==> config.mk <==
export PLATFORM = sky130hd
export DESIGN_NAME = viu_top
export DESIGN_NICKNAME = d
export VERILOG_FILES = /design/src/verilog/viu_pkg.sv /design/src/verilog/viu_top.sv
export SDC_FILE = /design/constraint.sdc
export NUM_CORES = 1
export LEC_CHECK = 0
export ABC_AREA = 1
export BUFFER_PORTS_ARGS = -buffer_cell sky130_fd_sc_hd__buf_2
export CELL_PAD_IN_SITES_DETAIL_PLACEMENT = 0
export CELL_PAD_IN_SITES_GLOBAL_PLACEMENT = 1
export CORE_MARGIN = 2
export CORE_UTILIZATION = 37
export CTS_CLUSTER_SIZE = 14
export DETAILED_ROUTE_END_ITERATION = 6
export PLACE_DENSITY_LB_ADDON = 0.1
export SLEW_MARGIN = 20
export SYNTH_ARGS = -nofsm -noshare
export SYNTH_HDL_FRONTEND = slang
export SYNTH_SLANG_ARGS = --single-unit
==> constraint.sdc <==
create_clock -name i_ref_clk -period 2.4 [get_ports i_ref_clk]
set_clock_uncertainty 0.05 [all_clocks]
set_input_delay 0 -clock i_ref_clk [delete_from_list [all_inputs] [get_ports i_ref_clk]]
set_output_delay 0 -clock i_ref_clk [all_outputs]
set_load 0.02 [all_outputs]
==> src/verilog/viu_pkg.sv <==
// package: constants for the vectored interrupt unit
package viu_pkg;
   // ===================== register map (byte addresses)
   localparam logic [3:0] VIU_OFS_FLAG = 4'h0; // irq_flag_reg
   localparam logic [3:0] VIU_OFS_MASK = 4'h4; // irq_mask_reg
   localparam logic [3:0] VIU_OFS_CTRL = 4'h8; // global enable / busy status
   localparam logic [3:0] VIU_OFS_STAT = 4'hC; // pending status (flags and-ed with mask)
   localparam logic [3:0] VIU_OFS_IEN = 4'h0; // alias note: int enable reg below
   localparam logic [3:0] VIU_OFS_ISTS = 4'h0; // unused alias, kept zero
   // ===================== reset values
   localparam logic [7:0] VIU_FLAG_RST = 8'h00;
   localparam logic [7:0] VIU_MASK_RST = 8'h00;
   localparam logic [7:0] VIU_DATA_RST = 8'h00;
   // ===================== field positions
   localparam int VIU_CTRL_GIE_BIT = 0;
   localparam int VIU_CTRL_BUSY_BIT = 1;
   localparam int VIU_SRC_PORTCHG = 7;
   localparam int VIU_NSRC = 8;
   // ===================== vectors
   localparam logic [11:0] VIU_VEC_BASE = 12'h003;
   localparam logic [11:0] VIU_VEC_STEP = 12'h003;
   // ===================== bus responses
   localparam logic [1:0] VIU_RESP_OKAY = 2'h0;
   localparam logic [1:0] VIU_RESP_SLVERR = 2'h2;
   // ===================== service state
   typedef enum logic [1:0] {
      VIU_IDLE = 2'b00,
      VIU_ENTER = 2'b01,
      VIU_SERVE = 2'b10
   } viu_state_t;
endpackage

==> src/verilog/viu_top.sv <==
// vectored interrupt unit: flags, mask, dispatch, context save and restore
//
// The register offsets and the AXI4-Lite interface to the registers were left to the implementer.
`timescale 1ns/100ps
`default_nettype none
// ==========================================================================
module viu_top (
   // clock, reset, enable
   input wire logic i_ref_clk,
   input wire logic i_nrst,
   input wire logic i_ce,
   // request sources
   input wire logic i_tick_ovf,
   input wire logic [7:0] i_port5,
   input wire logic [3:0] i_cnt_uf,
   input wire logic i_port_chg,
   // core sequencing
   input wire logic i_global_irq_on_instr,
   input wire logic i_global_irq_off_instr,
   input wire logic i_ret_from_isr,
   input wire logic i_fetch_ack,
   input wire logic [7:0] i_working_register,
   input wire logic [7:0] i_status_flags_reg,
   output logic o_vec_req,
   output logic [11:0] o_vec_addr,
   output logic o_restore,
   output logic [7:0] o_working_register,
   output logic [7:0] o_status_flags_reg,
   output logic o_wake,
   output logic o_irq,
   // axi4-lite slave
   input wire logic [3:0] i_awaddr,
   input wire logic i_awvalid,
   output logic o_awready,
   input wire logic [31:0] i_wdata,
   input wire logic [3:0] i_wstrb,
   input wire logic i_wvalid,
   output logic o_wready,
   output logic [1:0] o_bresp,
   output logic o_bvalid,
   input wire logic i_bready,
   input wire logic [3:0] i_araddr,
   input wire logic i_arvalid,
   output logic o_arready,
   output logic [31:0] o_rdata,
   output logic [1:0] o_rresp,
   output logic o_rvalid,
   input wire logic i_rready
);
   import viu_pkg::*;

   // lowest-index pending source; lowest vector first
   function automatic logic [2:0] pick_low(input logic [7:0] p);
      logic [2:0] r;
      r = 3'h0;
      for (int k = 7; k >= 0; k--) begin
         if (p[k]) r = 3'(k);
      end
      return r;
   endfunction

   // ==========================================================================
   // source synchronisers and edge detect
   logic [7:0] raw_src, sync1, sync2, sync3, fall;
   assign raw_src = {i_port_chg, i_cnt_uf, i_port5[5], i_port5[4], i_tick_ovf};

   // two stages then a delay stage for edge detection
   always_ff @(posedge i_ref_clk) begin
      if (!i_nrst) begin
         sync1 <= 8'hFF;
         sync2 <= 8'hFF;
         sync3 <= 8'hFF;
      end else if (i_ce) begin
         sync1 <= raw_src;
         sync2 <= sync1;
         sync3 <= sync2;
      end
   end
   assign fall = sync3 & ~sync2;

   // ==========================================================================
   // registers
   logic [7:0] irq_flag_reg, irq_mask_reg, int_mask, int_sts, save_wreg, save_sts;
   logic gie, busy;
   viu_state_t state;
   logic [2:0] cur_src;

   // bus write path
   logic aw_hold, w_hold, do_wr;
   logic [3:0] aw_addr, w_strb;
   logic [31:0] w_data;
   assign o_awready = !aw_hold && !o_bvalid;
   assign o_wready = !w_hold && !o_bvalid;
   assign do_wr = aw_hold && w_hold && !o_bvalid;

   // capture address and data in either order
   always_ff @(posedge i_ref_clk) begin
      if (!i_nrst) begin
         aw_hold <= 1'b0;
         w_hold <= 1'b0;
         aw_addr <= 4'h0;
         w_data <= 32'h0000_0000;
         w_strb <= 4'h0;
         o_bvalid <= 1'b0;
         o_bresp <= VIU_RESP_OKAY;
      end else if (i_ce) begin
         if (i_awvalid && o_awready) begin
            aw_hold <= 1'b1;
            aw_addr <= i_awaddr;
         end
         if (i_wvalid && o_wready) begin
            w_hold <= 1'b1;
            w_data <= i_wdata;
            w_strb <= i_wstrb;
         end
         if (do_wr) begin
            aw_hold <= 1'b0;
            w_hold <= 1'b0;
            o_bvalid <= 1'b1;
            o_bresp <= (aw_addr[3:2] == 2'h3) ? VIU_RESP_SLVERR : VIU_RESP_OKAY;
         end else if (o_bvalid && i_bready) begin
            o_bvalid <= 1'b0;
         end
      end
   end

   logic wr_flag, wr_mask, wr_ctrl, wr_ie, wr_is;
   assign wr_flag = do_wr && w_strb[0] && aw_addr == VIU_OFS_FLAG;
   assign wr_mask = do_wr && w_strb[0] && aw_addr == VIU_OFS_MASK;
   assign wr_ctrl = do_wr && w_strb[0] && aw_addr == VIU_OFS_CTRL;
   assign wr_ie = do_wr && w_strb[1] && aw_addr == VIU_OFS_MASK;
   assign wr_is = do_wr && w_strb[1] && aw_addr == VIU_OFS_FLAG;

   // mask registers
   always_ff @(posedge i_ref_clk) begin
      if (!i_nrst) begin
         irq_mask_reg <= VIU_MASK_RST;
         int_mask <= VIU_MASK_RST;
      end else if (i_ce) begin
         if (wr_mask) irq_mask_reg <= w_data[7:0];
         if (wr_ie) int_mask <= w_data[15:8];
      end
   end

   // flags: set wins over a software clear
   logic [7:0] set_ev;
   assign set_ev = fall & irq_mask_reg;
   always_ff @(posedge i_ref_clk) begin
      if (!i_nrst) begin
         irq_flag_reg <= VIU_FLAG_RST;
      end else if (i_ce) begin
         if (wr_flag) begin
            irq_flag_reg <= (irq_flag_reg & w_data[7:0]) | set_ev;
         end else begin
            irq_flag_reg <= irq_flag_reg | set_ev;
         end
      end
   end

   // wake on port change regardless of its mask bit
   always_ff @(posedge i_ref_clk) begin
      if (!i_nrst) begin
         o_wake <= 1'b0;
      end else if (i_ce) begin
         o_wake <= fall[VIU_SRC_PORTCHG] | (|set_ev);
      end
   end

   // global enable
   always_ff @(posedge i_ref_clk) begin
      if (!i_nrst) begin
         gie <= 1'b0;
      end else if (i_ce) begin
         if (i_global_irq_on_instr) begin
            gie <= 1'b1;
         end else if (i_global_irq_off_instr) begin
            gie <= 1'b0;
         end else if (wr_ctrl) begin
            gie <= w_data[VIU_CTRL_GIE_BIT];
         end
      end
   end

   // ==========================================================================
   // dispatch and context
   logic [7:0] pend;
   assign pend = irq_flag_reg & irq_mask_reg;
   assign busy = state != VIU_IDLE;

   // service sequencer
   always_ff @(posedge i_ref_clk) begin
      if (!i_nrst) begin
         state <= VIU_IDLE;
         cur_src <= 3'h0;
         save_wreg <= VIU_DATA_RST;
         save_sts <= VIU_DATA_RST;
         o_restore <= 1'b0;
         o_working_register <= VIU_DATA_RST;
         o_status_flags_reg <= VIU_DATA_RST;
         o_vec_addr <= 12'h000;
      end else if (i_ce) begin
         o_restore <= 1'b0;
         unique case (state)
            VIU_IDLE: begin
               if (gie && |pend) begin
                  cur_src <= pick_low(pend);
                  o_vec_addr <= VIU_VEC_BASE
                     + VIU_VEC_STEP * {9'h000, pick_low(pend)};
                  save_wreg <= i_working_register;
                  save_sts <= i_status_flags_reg;
                  state <= VIU_ENTER;
               end
            end
            VIU_ENTER: begin
               if (i_fetch_ack) begin
                  state <= VIU_SERVE;
               end
            end
            VIU_SERVE: begin
               if (i_ret_from_isr) begin
                  o_working_register <= save_wreg;
                  o_status_flags_reg <= save_sts;
                  o_restore <= 1'b1;
                  state <= VIU_IDLE;
               end
            end
            default: begin
               state <= VIU_IDLE;
            end
         endcase
      end
   end
   assign o_vec_req = state == VIU_ENTER;

   // interrupt status: sticky events, write one to clear
   always_ff @(posedge i_ref_clk) begin
      if (!i_nrst) begin
         int_sts <= VIU_FLAG_RST;
      end else if (i_ce) begin
         if (wr_is) begin
            int_sts <= (int_sts & ~w_data[15:8]) | set_ev;
         end else begin
            int_sts <= int_sts | set_ev;
         end
      end
   end
   assign o_irq = |(int_sts & int_mask);

   // ==========================================================================
   // read channel
   logic [31:0] rd_mux;
   always_comb begin
      rd_mux = 32'h0000_0000;
      unique case (i_araddr[3:2])
         2'h0: rd_mux = {16'h0000, int_sts, irq_flag_reg};
         2'h1: rd_mux = {16'h0000, int_mask, irq_mask_reg};
         2'h2: rd_mux = {30'h0000_0000, busy, gie};
         2'h3: rd_mux = {24'h00_0000, pend};
      endcase
   end
   assign o_arready = !o_rvalid;

   // single-cycle read answer
   always_ff @(posedge i_ref_clk) begin
      if (!i_nrst) begin
         o_rvalid <= 1'b0;
         o_rdata <= 32'h0000_0000;
         o_rresp <= VIU_RESP_OKAY;
      end else if (i_ce) begin
         if (i_arvalid && o_arready) begin
            o_rvalid <= 1'b1;
            o_rdata <= rd_mux;
            o_rresp <= VIU_RESP_OKAY;
         end else if (o_rvalid && i_rready) begin
            o_rvalid <= 1'b0;
         end
      end
   end

   // ==========================================================================
   // assertions
   property p_no_nest;
      @(posedge i_ref_clk) disable iff (!i_nrst)
      (state == VIU_SERVE && !i_ret_from_isr && i_ce) |=> state == VIU_SERVE;
   endproperty
   a_no_nest: assert property (p_no_nest) else $error("nested dispatch");
   property p_vec_range;
      @(posedge i_ref_clk) disable iff (!i_nrst)
      o_vec_req |-> (o_vec_addr >= 12'h003 && o_vec_addr <= 12'h018);
   endproperty
   a_vec_range: assert property (p_vec_range) else $error("vector out of range");
   property p_vec_map;
      @(posedge i_ref_clk) disable iff (!i_nrst)
      o_vec_req |-> o_vec_addr == 12'h003 + 12'h003 * {9'h000, cur_src};
   endproperty
   a_vec_map: assert property (p_vec_map) else $error("vector mismatch");
   property p_flag_set;
      @(posedge i_ref_clk) disable iff (!i_nrst)
      (i_ce && set_ev[1]) |=> irq_flag_reg[1];
   endproperty
   a_flag_set: assert property (p_flag_set) else $error("flag not set");
   property p_gie_gate;
      @(posedge i_ref_clk) disable iff (!i_nrst)
      (state == VIU_IDLE && !gie) |=> state == VIU_IDLE;
   endproperty
   a_gie_gate: assert property (p_gie_gate) else $error("dispatch while disabled");
   property p_prio;
      @(posedge i_ref_clk) disable iff (!i_nrst)
      (i_ce && state == VIU_IDLE && gie && pend[0]) |=> cur_src == 3'h0;
   endproperty
   a_prio: assert property (p_prio) else $error("priority wrong");
   // the return must raise the pulse and hand back what was saved at dispatch
   property p_restore;
      @(posedge i_ref_clk) disable iff (!i_nrst)
      (i_ce && state == VIU_SERVE && i_ret_from_isr) |=> (o_restore
         && o_working_register == $past(save_wreg) && o_status_flags_reg == $past(save_sts));
   endproperty
   a_restore: assert property (p_restore) else $error("restore mismatch");
   property p_save;
      @(posedge i_ref_clk) disable iff (!i_nrst)
      (i_ce && state == VIU_IDLE && gie && |pend) |=> save_wreg == $past(i_working_register);
   endproperty
   a_save: assert property (p_save) else $error("save missing");
endmodule
`default_nettype wire

* Yosys cells after proc, flatten, opt, wreduce, memory -nomap -nowiden
Index checks and enable logic that the tools add are counted.
W data, S select, Z words.
** Storage, ports and cells
- Register bits after elaboration :: 165
- Input port bits :: 86
- Output and inout bits :: 73
- Word-level logic and storage cells :: 131
** Cells by class
- Add/sub/neg operators :: 1
- $mul :: 1
- Equality and inequality tests :: 11
- Multiplexer cells :: 33
- Bitwise operators :: 13
- Reductions and logical operators :: 47
** Operators by type and width (number)
- $pmux W32 S4 :: 1
- $and A8 B8 Y8 :: 6
- $mux W3 :: 12
- $or A8 B8 Y8 :: 4
- $reduce_or A8 Y1 :: 3
- $reduce_and A2 Y1 :: 11
- $logic_and A1 B1 Y1 :: 17
- $mux W8 :: 2
- $not A8 Y8 :: 2
- $mux W1 :: 13
- $reduce_bool A2 Y1 :: 5
- $eq A2 B2 Y1 const B :: 4
- $mux W2 :: 4
- $add A2 B5 Y6 const A :: 1
- $ne A2 B2 Y1 const B :: 3
- $pmux W2 S3 :: 1
- $reduce_and A3 Y1 :: 2
- $mul A2 B3 Y5 const A :: 1
- $eq A2 B1 Y1 const B :: 2
- $eq A4 B3 Y1 const B :: 1
- $eq A4 B4 Y1 const B :: 1
- $logic_not A1 Y1 :: 4
- $logic_not A2 Y1 :: 2
- $logic_not A4 Y1 :: 1
- 3 further kinds :: 3

* Logic depth before layout (Yosys ltp)
Gate-level depths: netlist (run 1).
- Word-level depth :: 15
- Mapped depth :: 14
- Depth with buffers taken out :: 14

* Worst setup path after synthesis (run 1)
OpenSTA, ideal clock, no wires.
- Path kind :: register to register
- Start point :: reg irq_mask_reg[7]
- End point :: reg o_vec_addr[4]
- Setup time :: 126 ps
- Arrival time :: 1541 ps
- Required time :: 2224 ps
- Setup slack :: 683 ps
- Cell stages (with the launch flop) :: 11
- Path buffers :: 0
- Period minus slack after synthesis :: 1717 ps
- Cell sequence :: dfxtp_1 > nand2_1 > nand2_1 > nand3_1 > a21oi_1 > inv_1 > ha_1 > inv_1 > ha_1 > nand3_1 > a31oi_1
** Between the ends
- Longest elaborated chain between the ends :: 15
- Elaborated cells between the ends (all ways) :: 18
- Those cells by class :: add/sub (1); mul (1); mux (12); bitwise (1); reduce/logical (3)
** RTL lines
- start: declaration :: line viu_top.sv:83 : logic [7:0] irq_flag_reg, irq_mask_reg, int_mask, int_sts, save_wreg, save_sts;
- start signal: assignment :: line viu_top.sv:140 : if (wr_mask) irq_mask_reg <= w_data[7:0];
- $and A8 B8 Y8 (*) :: line viu_top.sv:187 : assign pend = irq_flag_reg & irq_mask_reg;
- $mux W3
- $mux W3 (7 in series) :: line viu_top.sv:57 : if (p[k]) r = 3'(k);
- $mux W3 :: line viu_top.sv:205 : if (gie && |pend) begin
- $mux W3 :: line viu_top.sv:203 : unique case (state)
- $mux W3 :: line viu_top.sv:201 : end else if (i_ce) begin
- $mux W3 :: line viu_top.sv:192 : if (!i_nrst) begin
- $mul A2 B3 Y5 :: line viu_top.sv:208 : + VIU_VEC_STEP * {9'h000, pick_low(pend)};
- $add A2 B5 Y6 :: line viu_top.sv:208
- end signal: assignment :: line viu_top.sv:207 : o_vec_addr <= VIU_VEC_BASE
- end: declaration :: line viu_top.sv:25 : output logic [11:0] o_vec_addr,
Mark *: on every way between the ends. The rest lies on a longest branch, timed or not. The select of a mux whose other input is x is not followed.
A chain may end at the register's enable or synchronous reset.

* Worst setup path after layout (run 1)
- Start point :: in i_ce
- End point :: reg state[1]
** Between the ends
- Longest elaborated chain between the ends :: 1
** RTL lines
- start: declaration :: line viu_top.sv:11 : input wire logic i_ce,
- $reduce_and A4 Y1 (no line)
- end signal: assignment :: line viu_top.sv:193 : state <= VIU_IDLE;
- end signal: assignment :: line viu_top.sv:211 : state <= VIU_ENTER;
- end signal: assignment :: line viu_top.sv:216 : state <= VIU_SERVE;
- end: declaration :: line viu_top.sv:85 : viu_state_t state;
No other way between the ends.

==> flow_summary_export.csv, run 1 <==
group,metric,value,unit
run_status,status,"finished, final reports clean",
cts,clk_latency,0.41,ns
power_and_ir_drop,vdd_drop_max,0.490,mV
layout,antennaDiodeCount,0,
floorplanning,die_height,128,µm
job,drv_cap,0,
synthesis,synth_top_area_cell,"dfxtp_1",
cts,htree_levels,4,
synthesis,yosys_warnings,0,
synthesis,synth_seq_cells,141,
global_route,grt_pass1_wl,23800,µm
global_route,busiest_layer,"met2",
floorplanning,die_w,128,µm
cts,post_cts_buffers,0,
power_and_ir_drop,powerDensity,724,nW/µm²
synthesis,synthAdderAreaFrac,0.0109,
synthesis,synthCells,745,
layout,final_nets,989,
global_route,use_met1,0.239,
placement,dpl_cell_area,6280,µm²
sta,post-route-min-period,2.02,ns
detailed_routing,drt_first_pass_iters,4,
layout,utilization,0.489,
synthesis,netlist_top_cells_area,"dfxtp_1 (49%), o21ai_0 (8.3%), a21oi_1 (6.6%)",
global_route,grtUsageMet3,0.0474,
sta,worst_pin_slew,0.754,ns
detailed_routing,wirelength,14900,µm
detailed_routing,drcViolationCount,0,
global_route,grt_pass1_vias,4843,
placement,gp_congestion,0.820,
global_route,grt_overflow_total,0,
synthesis,synth_compound_area_frac,0.210,
synthesis,synthXorXnorAreaFrac,0,
sta,final_max_slew_viol_count,0,
placement,place_hpwl,10200,µm
detailed_routing,ant_nets,0,
layout,final_area,7410,µm²
layout,seqCellArea,2820,µm²
floorplanning,dieArea,16500,µm²
detailed_routing,vias,5301,
detailed_routing,wl_per_cell,13.6,µm
layout,multi_input_comb_area,2360,µm²
worst_setup_path,end_kind,"flop",
sta,hold_slack,0.0279,ns
worst_setup_path,worstSetupStartpointType,"primary input",
global_route,grtUsageMet2,0.298,
layout,top_regs,"o_rdata: 16 flops, w_data: 16 flops",
floorplanning,core.rowCount,45,
sta,clock.fmax,494,MHz
global_route,antenna_found_initial,0,
synthesis,synth.distinct_cells,31,
worst_hold_path,min_path_type,"in -> reg",
floorplanning,start_util,0.378,
detailed_routing,drt-vias-per-instance,4.84,
cts,cts_tree,"built",
cts,clk_pin_slew_worst_paths,0.05,ns
synthesis,avgSynthCellArea,7.68,µm²
placement,portBuffers,106,
worst_setup_path,critPathMaxFanout,41,
cts,cts_buffers,17,
cts,root_buffer,"clkbuf_16",
synthesis,synth_top_family_by_area,"compound AO/OA/AOI/OAI gates",
sta,finalSetupViolCount,0,
synthesis,synthesis.area,5720,µm²
cts,cts_buffer_depth,2,
synthesis,synthMuxAreaShare,0,
synthesis,ys_seq_area_frac,0.493,
synthesis,synth_top_area_share,0.493,
floorplanning,core_area,15100,µm²
sta,max_slew_margin,0.496,
sta,finalSetupTns,0,ns
global_route,grt_max_degree,110,
detailed_routing,drt-initial-drc-count,320,
cts,cts_sinks,141,
sta,rsz0062_at_grt,"no",
worst_setup_path,arrival,2.24,ns
worst_setup_path,critPathKind,"in -> reg",
layout,drive_gt1_frac,0.161,
cts,ctsHoldBuffers,59,
sta,hold_violations,0,
layout,fillCellCount,1518,
cts,cts_resized,0,
layout,syn_to_final_growth,29.4,%
synthesis,synth_simple_gate_area_share,0.175,
floorplanning,io_pins,159,
sta,finalCritPeriodShare,0.843,
global_route,grt_util_all_layers,0.183,
power_and_ir_drop,p_leak,3.23,nW
worst_setup_path,required,2.61,ns
## cell usage after synthesis (all sizes together)
cell type / instances
a211oi: 1
buf: 40
nand2: 100
nor3: 12
conb: 1
clkbuf: 24
a31oi: 7
inv: 68
a221oi: 6
a21oi: 76
dfxtp: 141
o21ai: 100
nand4: 3
nand3: 30
nor4: 1
o22ai: 3
o21bai: 1
nor2: 100
clkinv: 2
ha: 5
o31ai: 16
o221ai: 7
a41oi: 1
## cell type report
type | instances | area share
repair buffers | 173 | 0.161
well taps | 188 | 0.0318
multi-input cells | 495 | 0.319
clock inverters | 8 | 0.00946
flip-flops and latches | 141 | 0.381
inverters | 70 | 0.0355
clock buffers | 21 | 0.0622
## cell usage in the layout (no fill, tap or decap), types with 16 or more instances in the layout
cell             n
conb_1          26
dlygate4sd3_1   59
o31ai_1         16
o21ai_0         95
clkbuf_16       17
buf_2          106
nand2_1        100
nand3_1         30
dfxtp_1        141
nor2_1          99
a21oi_1         76
inv_1           65
## worst max-delay path: stages
cell           delay, ns
dlygate4sd3_1       0.52
buf_2               0.29
buf_4               0.42
o221ai_1            0.23
dlygate4sd3_1       0.63
nor2_1              0.10
a211oi_1            0.05
## kinds of logic after synthesis
group / after synthesis
buffers and inverters: 134
AO/OA/AOI/OAI: 218
adder cells (fa/ha/maj): 5
other: 1
flip-flops: 141
AND/OR/NAND/NOR: 246
## metrics by stage
stage,worst slack (ns),total power [mW],std cells
detailed placement,0.415,2.96,1008
floorplan,0.683,2.84,770
CTS,0.383,5.42,1096
global placement,0.482,2.96,1008
finish,0.376,5.36,1096
global route,0.162,5.59,1096
## where the power goes
part / switching [mW] / leakage [nW] / internal (mW)
clock network: 0.928 / 0.260 / 1.45
logic: 0.303 / 1.82 / 0.201
registers: 0.0496 / 1.15 / 2.43
## worst paths after layout
| path | start | end | slack [ns] | depth (start not counted) |
|---|---|---|---|---|
| worst max-delay path | i_ce | state[1] | 0.38 | 7 |
| worst min-delay path | i_araddr[2] | o_rdata[14] | 0.03 | 4 |
| worst max register to register | w_data[0] | gie | 0.38 | 6 |
| worst min register to register | sync1[3] | sync1[3] | 0.40 | 2 |
## routing by layer
layer | share of wire | up-vias
met4 | 0.015 | 0
met2 | 0.46 | 144
met1 | 0.47 | 2405
met3 | 0.050 | 15
met5 | 0 | -
li1 | - | 2737
(Power assumes the default switching activity.)
==> run 2: changes to the inputs <==
--- a/config.mk
+++ b/config.mk
@@ -5,12 +5,12 @@
 export SDC_FILE = /design/constraint.sdc
 export NUM_CORES = 1
 export LEC_CHECK = 0
-export ABC_AREA = 1
+export ABC_AREA = 0
 export BUFFER_PORTS_ARGS = -buffer_cell sky130_fd_sc_hd__buf_2
 export CELL_PAD_IN_SITES_DETAIL_PLACEMENT = 0
 export CELL_PAD_IN_SITES_GLOBAL_PLACEMENT = 1
 export CORE_MARGIN = 2
-export CORE_UTILIZATION = 37
+export CORE_UTILIZATION = 39
 export CTS_CLUSTER_SIZE = 14
 export DETAILED_ROUTE_END_ITERATION = 6
 export PLACE_DENSITY_LB_ADDON = 0.1
==> constraint.sdc (replaced) <==
create_clock -name i_ref_clk -period 2 [get_ports i_ref_clk]
set_clock_uncertainty 0.05 [all_clocks]
set_input_delay 0 -clock i_ref_clk [delete_from_list [all_inputs] [get_ports i_ref_clk]]
set_output_delay 0 -clock i_ref_clk [all_outputs]
set_load 0.02 [all_outputs]
==> run 2 against run 1 <==
Effect of this change:
- the flow now finishes with violations (negative setup slack)
- flip-flop and latch count is the same
- cell area grew 13%
- power grew 23%
- cell count grew 1.1%
- synthesized area grew 8.2%
- clock power grew 34%
- wire length grew 4.2%
- combinational power is essentially flat
- first-iteration DRC count shrank 33%
==> flow_summary_export.csv, run 2 <==
group,metric,value,unit
global_route,grt_util_all_layers,0.188,
detailed_routing,drcViolationCount,0,
run_status,status,"finished with violations",
synthesis,synth_top_area_cell,"dfxtp_1",
cts,root_buffer,"clkbuf_16",
synthesis,synthTopCellsByCount,"nand2_1 (170), dfxtp_1 (141), a21boi_0 (60)",
worst_setup_path,slowest_delay,0.33,ns
synthesis,synthCells,691,
sta,finalSetupViolCount,1,
floorplanning,dieArea,16900,µm²
synthesis,netlist_top_cells_area,"dfxtp_1 (46%), nand2_1 (10%), mux2i_1 (8.6%)",
placement,place_ws,-0.0341,ns
synthesis,synth_top_area_share,0.456,
cts,clk_pin_slew_worst_paths,0.06,ns
synthesis,synth-edff-count,0,
layout,seqCellArea,2830,µm²
power_and_ir_drop,powerDensity,793,nW/µm²
detailed_routing,drt-initial-drc-count,213,
floorplanning,start_util,0.394,
power_and_ir_drop,p_leak,3.59,nW
layout,multi_input_comb_area,3120,µm²
cts,htree_levels,4,
placement,place_hpwl,11100,µm
layout,layout_commonest_cell,"nand2_1",
cts,cts_sinks,141,
placement,portBuffers,106,
worst_setup_path,cp.buffers_inverters,1,
layout,final_nets,970,
worst_setup_path,critPathKind,"reg -> reg",
detailed_routing,drt-vias-per-instance,4.76,
global_route,grt_overflow_total,0,
layout,top_regs,"o_rdata: 16 flops, w_data: 16 flops",
sta,rsz0062_at_grt,"yes",
worst_setup_path,slowest_stage,"dfxtp_2",
cts,clk_latency,0.42,ns
layout,syn_to_final_growth,34.6,%
layout,drive_gt1_frac,0.249,
layout,layout_common_cells,"nand2_1 (166), dfxtp_1 (135), buf_2 (106), dlygate4sd3_1 (61), a21boi_0 (60)",
worst_setup_path,cp_top_family,"compound AO/OA/AOI/OAI gates",
sta,worst_pin_slew,0.629,ns
sta,hold_violations,0,
worst_setup_path,arrival,2.26,ns
detailed_routing,vias,5272,
run_status,violations,"negative setup slack",
floorplanning,io_pins,159,
synthesis,synth_seq_cells,141,
synthesis,ys.flop_type,"dfxtp_1",
layout,fillCellCount,1510,
synthesis,ys_seq_area_frac,0.456,
detailed_routing,wl_per_cell,14.0,µm
power_and_ir_drop,clockPowerShare,0.483,
cts,cts_buffers,17,
floorplanning,core_area,15700,µm²
layout,final_cells,1108,
worst_setup_path,cp_cell_sequence,"a22oi_2 -> and3_4 -> nor2_4 -> ha_4 -> inv_4 -> ha_4 -> a21o_1 -> a21oi_2 -> nand2_1 -> o211a_1",
sta,max_slew_margin,0.580,
global_route,grt_max_degree,57,
power_and_ir_drop,pwr-share-comb,0.076,
sta,finalCritPeriodShare,1.00,
worst_setup_path,critPathMaxFanout,2,
detailed_routing,ant_nets,0,
detailed_routing,drt_first_pass_iters,4,
synthesis,synthesis.area,6190,µm²
synthesis,avgSynthCellArea,8.96,µm²
global_route,antenna_found_initial,0,
synthesis,synth.distinct_cells,56,
cts,cts_tree,"built",
placement,gp_congestion,0.848,
layout,antennaDiodeCount,0,
sta,clock.fmax,499,MHz
worst_setup_path,worstSetupStartpointType,"flop",
power_and_ir_drop,p_sw_frac,0.226,
global_route,grt_pass1_wl,24800,µm
worst_setup_path,end_kind,"flop",
worst_setup_path,required,2.26,ns
sta,fin_ws,-0.00271,ns
synthesis,async_reset_ff_frac,0,
power_and_ir_drop,power.total,6.61,mW
sta,post-route-min-period,2.00,ns
cts,cts_buffer_depth,2,
job,drv_cap,0,
power_and_ir_drop,vdd_drop_max,0.535,mV
sta,final_max_slew_viol_count,0,
global_route,grt_pass1_vias,4999,
power_and_ir_drop,seqPwrFrac,0.441,
power_and_ir_drop,switchingPower,1.50,mW
synthesis,yosysMostFrequentCell,"nand2_1",
placement,dp_cells,1010,
floorplanning,die_height,130,µm
floorplanning,die_w,130,µm
synthesis,yosys_warnings,0,
worst_setup_path,path_common_cell,"ha_4",
worst_hold_path,min_path_type,"in -> reg",
detailed_routing,wirelength,15500,µm
power_and_ir_drop,intPower,5.12,mW
floorplanning,core.rowCount,46,
==> run 2: per-layer routing <==
layer,vias up,track usage,routed length [µm]
met1,2468,0.243,7270
li1,2668,-,-
met3,21,0.0377,705
met5,-,0,0
met4,0,0.0664,225
met2,115,0.313,7300
==> run 2: worst min-delay path, cell delays in order <==
cell     delay, ns
buf_2         0.24
nor3_1        0.10
a21oi_1       0.11
nor2b_1       0.05
==> run 2: area by class of cell <==
cell class                 count  area share
clock buffer                  19      0.0543
sequential                   141       0.339
inverter                       7     0.00345
timing repair buffer         209       0.179
multi-input combinational    503       0.374
clock inverter                13      0.0176
tap                          216      0.0324
==> run 2: cells by family after synthesis <==
family,count (synthesis),synth area share
other,1,0.000605
adders and majority gates,5,0.0101
and+or+nand+nor,278,0.214
xor gates and xnor gates,2,0.00283
DFF,141,0.456
muxes,53,0.0857
AOI/OAI and AO/OA,139,0.163
buffers and inverters,72,0.0683
==> run 2: per-stage QoR <==
| step | util | hold WS (ns) | area (µm²) | setup TNS, ns |
|---|---|---|---|---|
| after global placement | 0.446 | 0.168 | 7010 | -0.0196 |
| after floorplan | - | 0.0784 | 6300 | 0 |
| final | 0.531 | 0.0718 | 8340 | -0.00271 |
| after detailed placement | 0.446 | 0.170 | 7010 | -0.0341 |
| after CTS | 0.525 | 0.0469 | 8240 | 0 |
| after global routing | 0.531 | 0.0891 | 8340 | -0.0923 |
==> run 2: repair_timing <==
item | CTS | global route
hold buffers | 61 | 0
endpoints found under the setup margin | 1 | 1
hold endpoints to repair | 61 | 0
buffers inserted | 2 | 3
pin swaps | 6 | 14
resized for setup | 3 | 22
==> run 2: final timing paths <==
path / start / to / depth (start not counted) / slack [ns]
setup / recovery: irq_mask_reg[7] / o_vec_addr[4] / 10 / -0.003
hold reg to reg: save_wreg[4] / save_wreg[4] / 2 / 0.40
setup reg to reg: irq_mask_reg[7] / o_vec_addr[4] / 10 / -0.003
hold / removal: i_araddr[3] / o_rdata[10] / 4 / 0.07
==> run 2: power by group through the flow <==
stage | registers, mW | logic, mW | clock network, mW
after floorplan | 2.97 | 0.311 | 0
after global placement | 2.97 | 0.409 | 0
after CTS | 2.91 | 0.507 | 3.27
final | 2.91 | 0.502 | 3.19
after detailed placement | 2.98 | 0.415 | 0
after global routing | 2.92 | 0.555 | 3.38
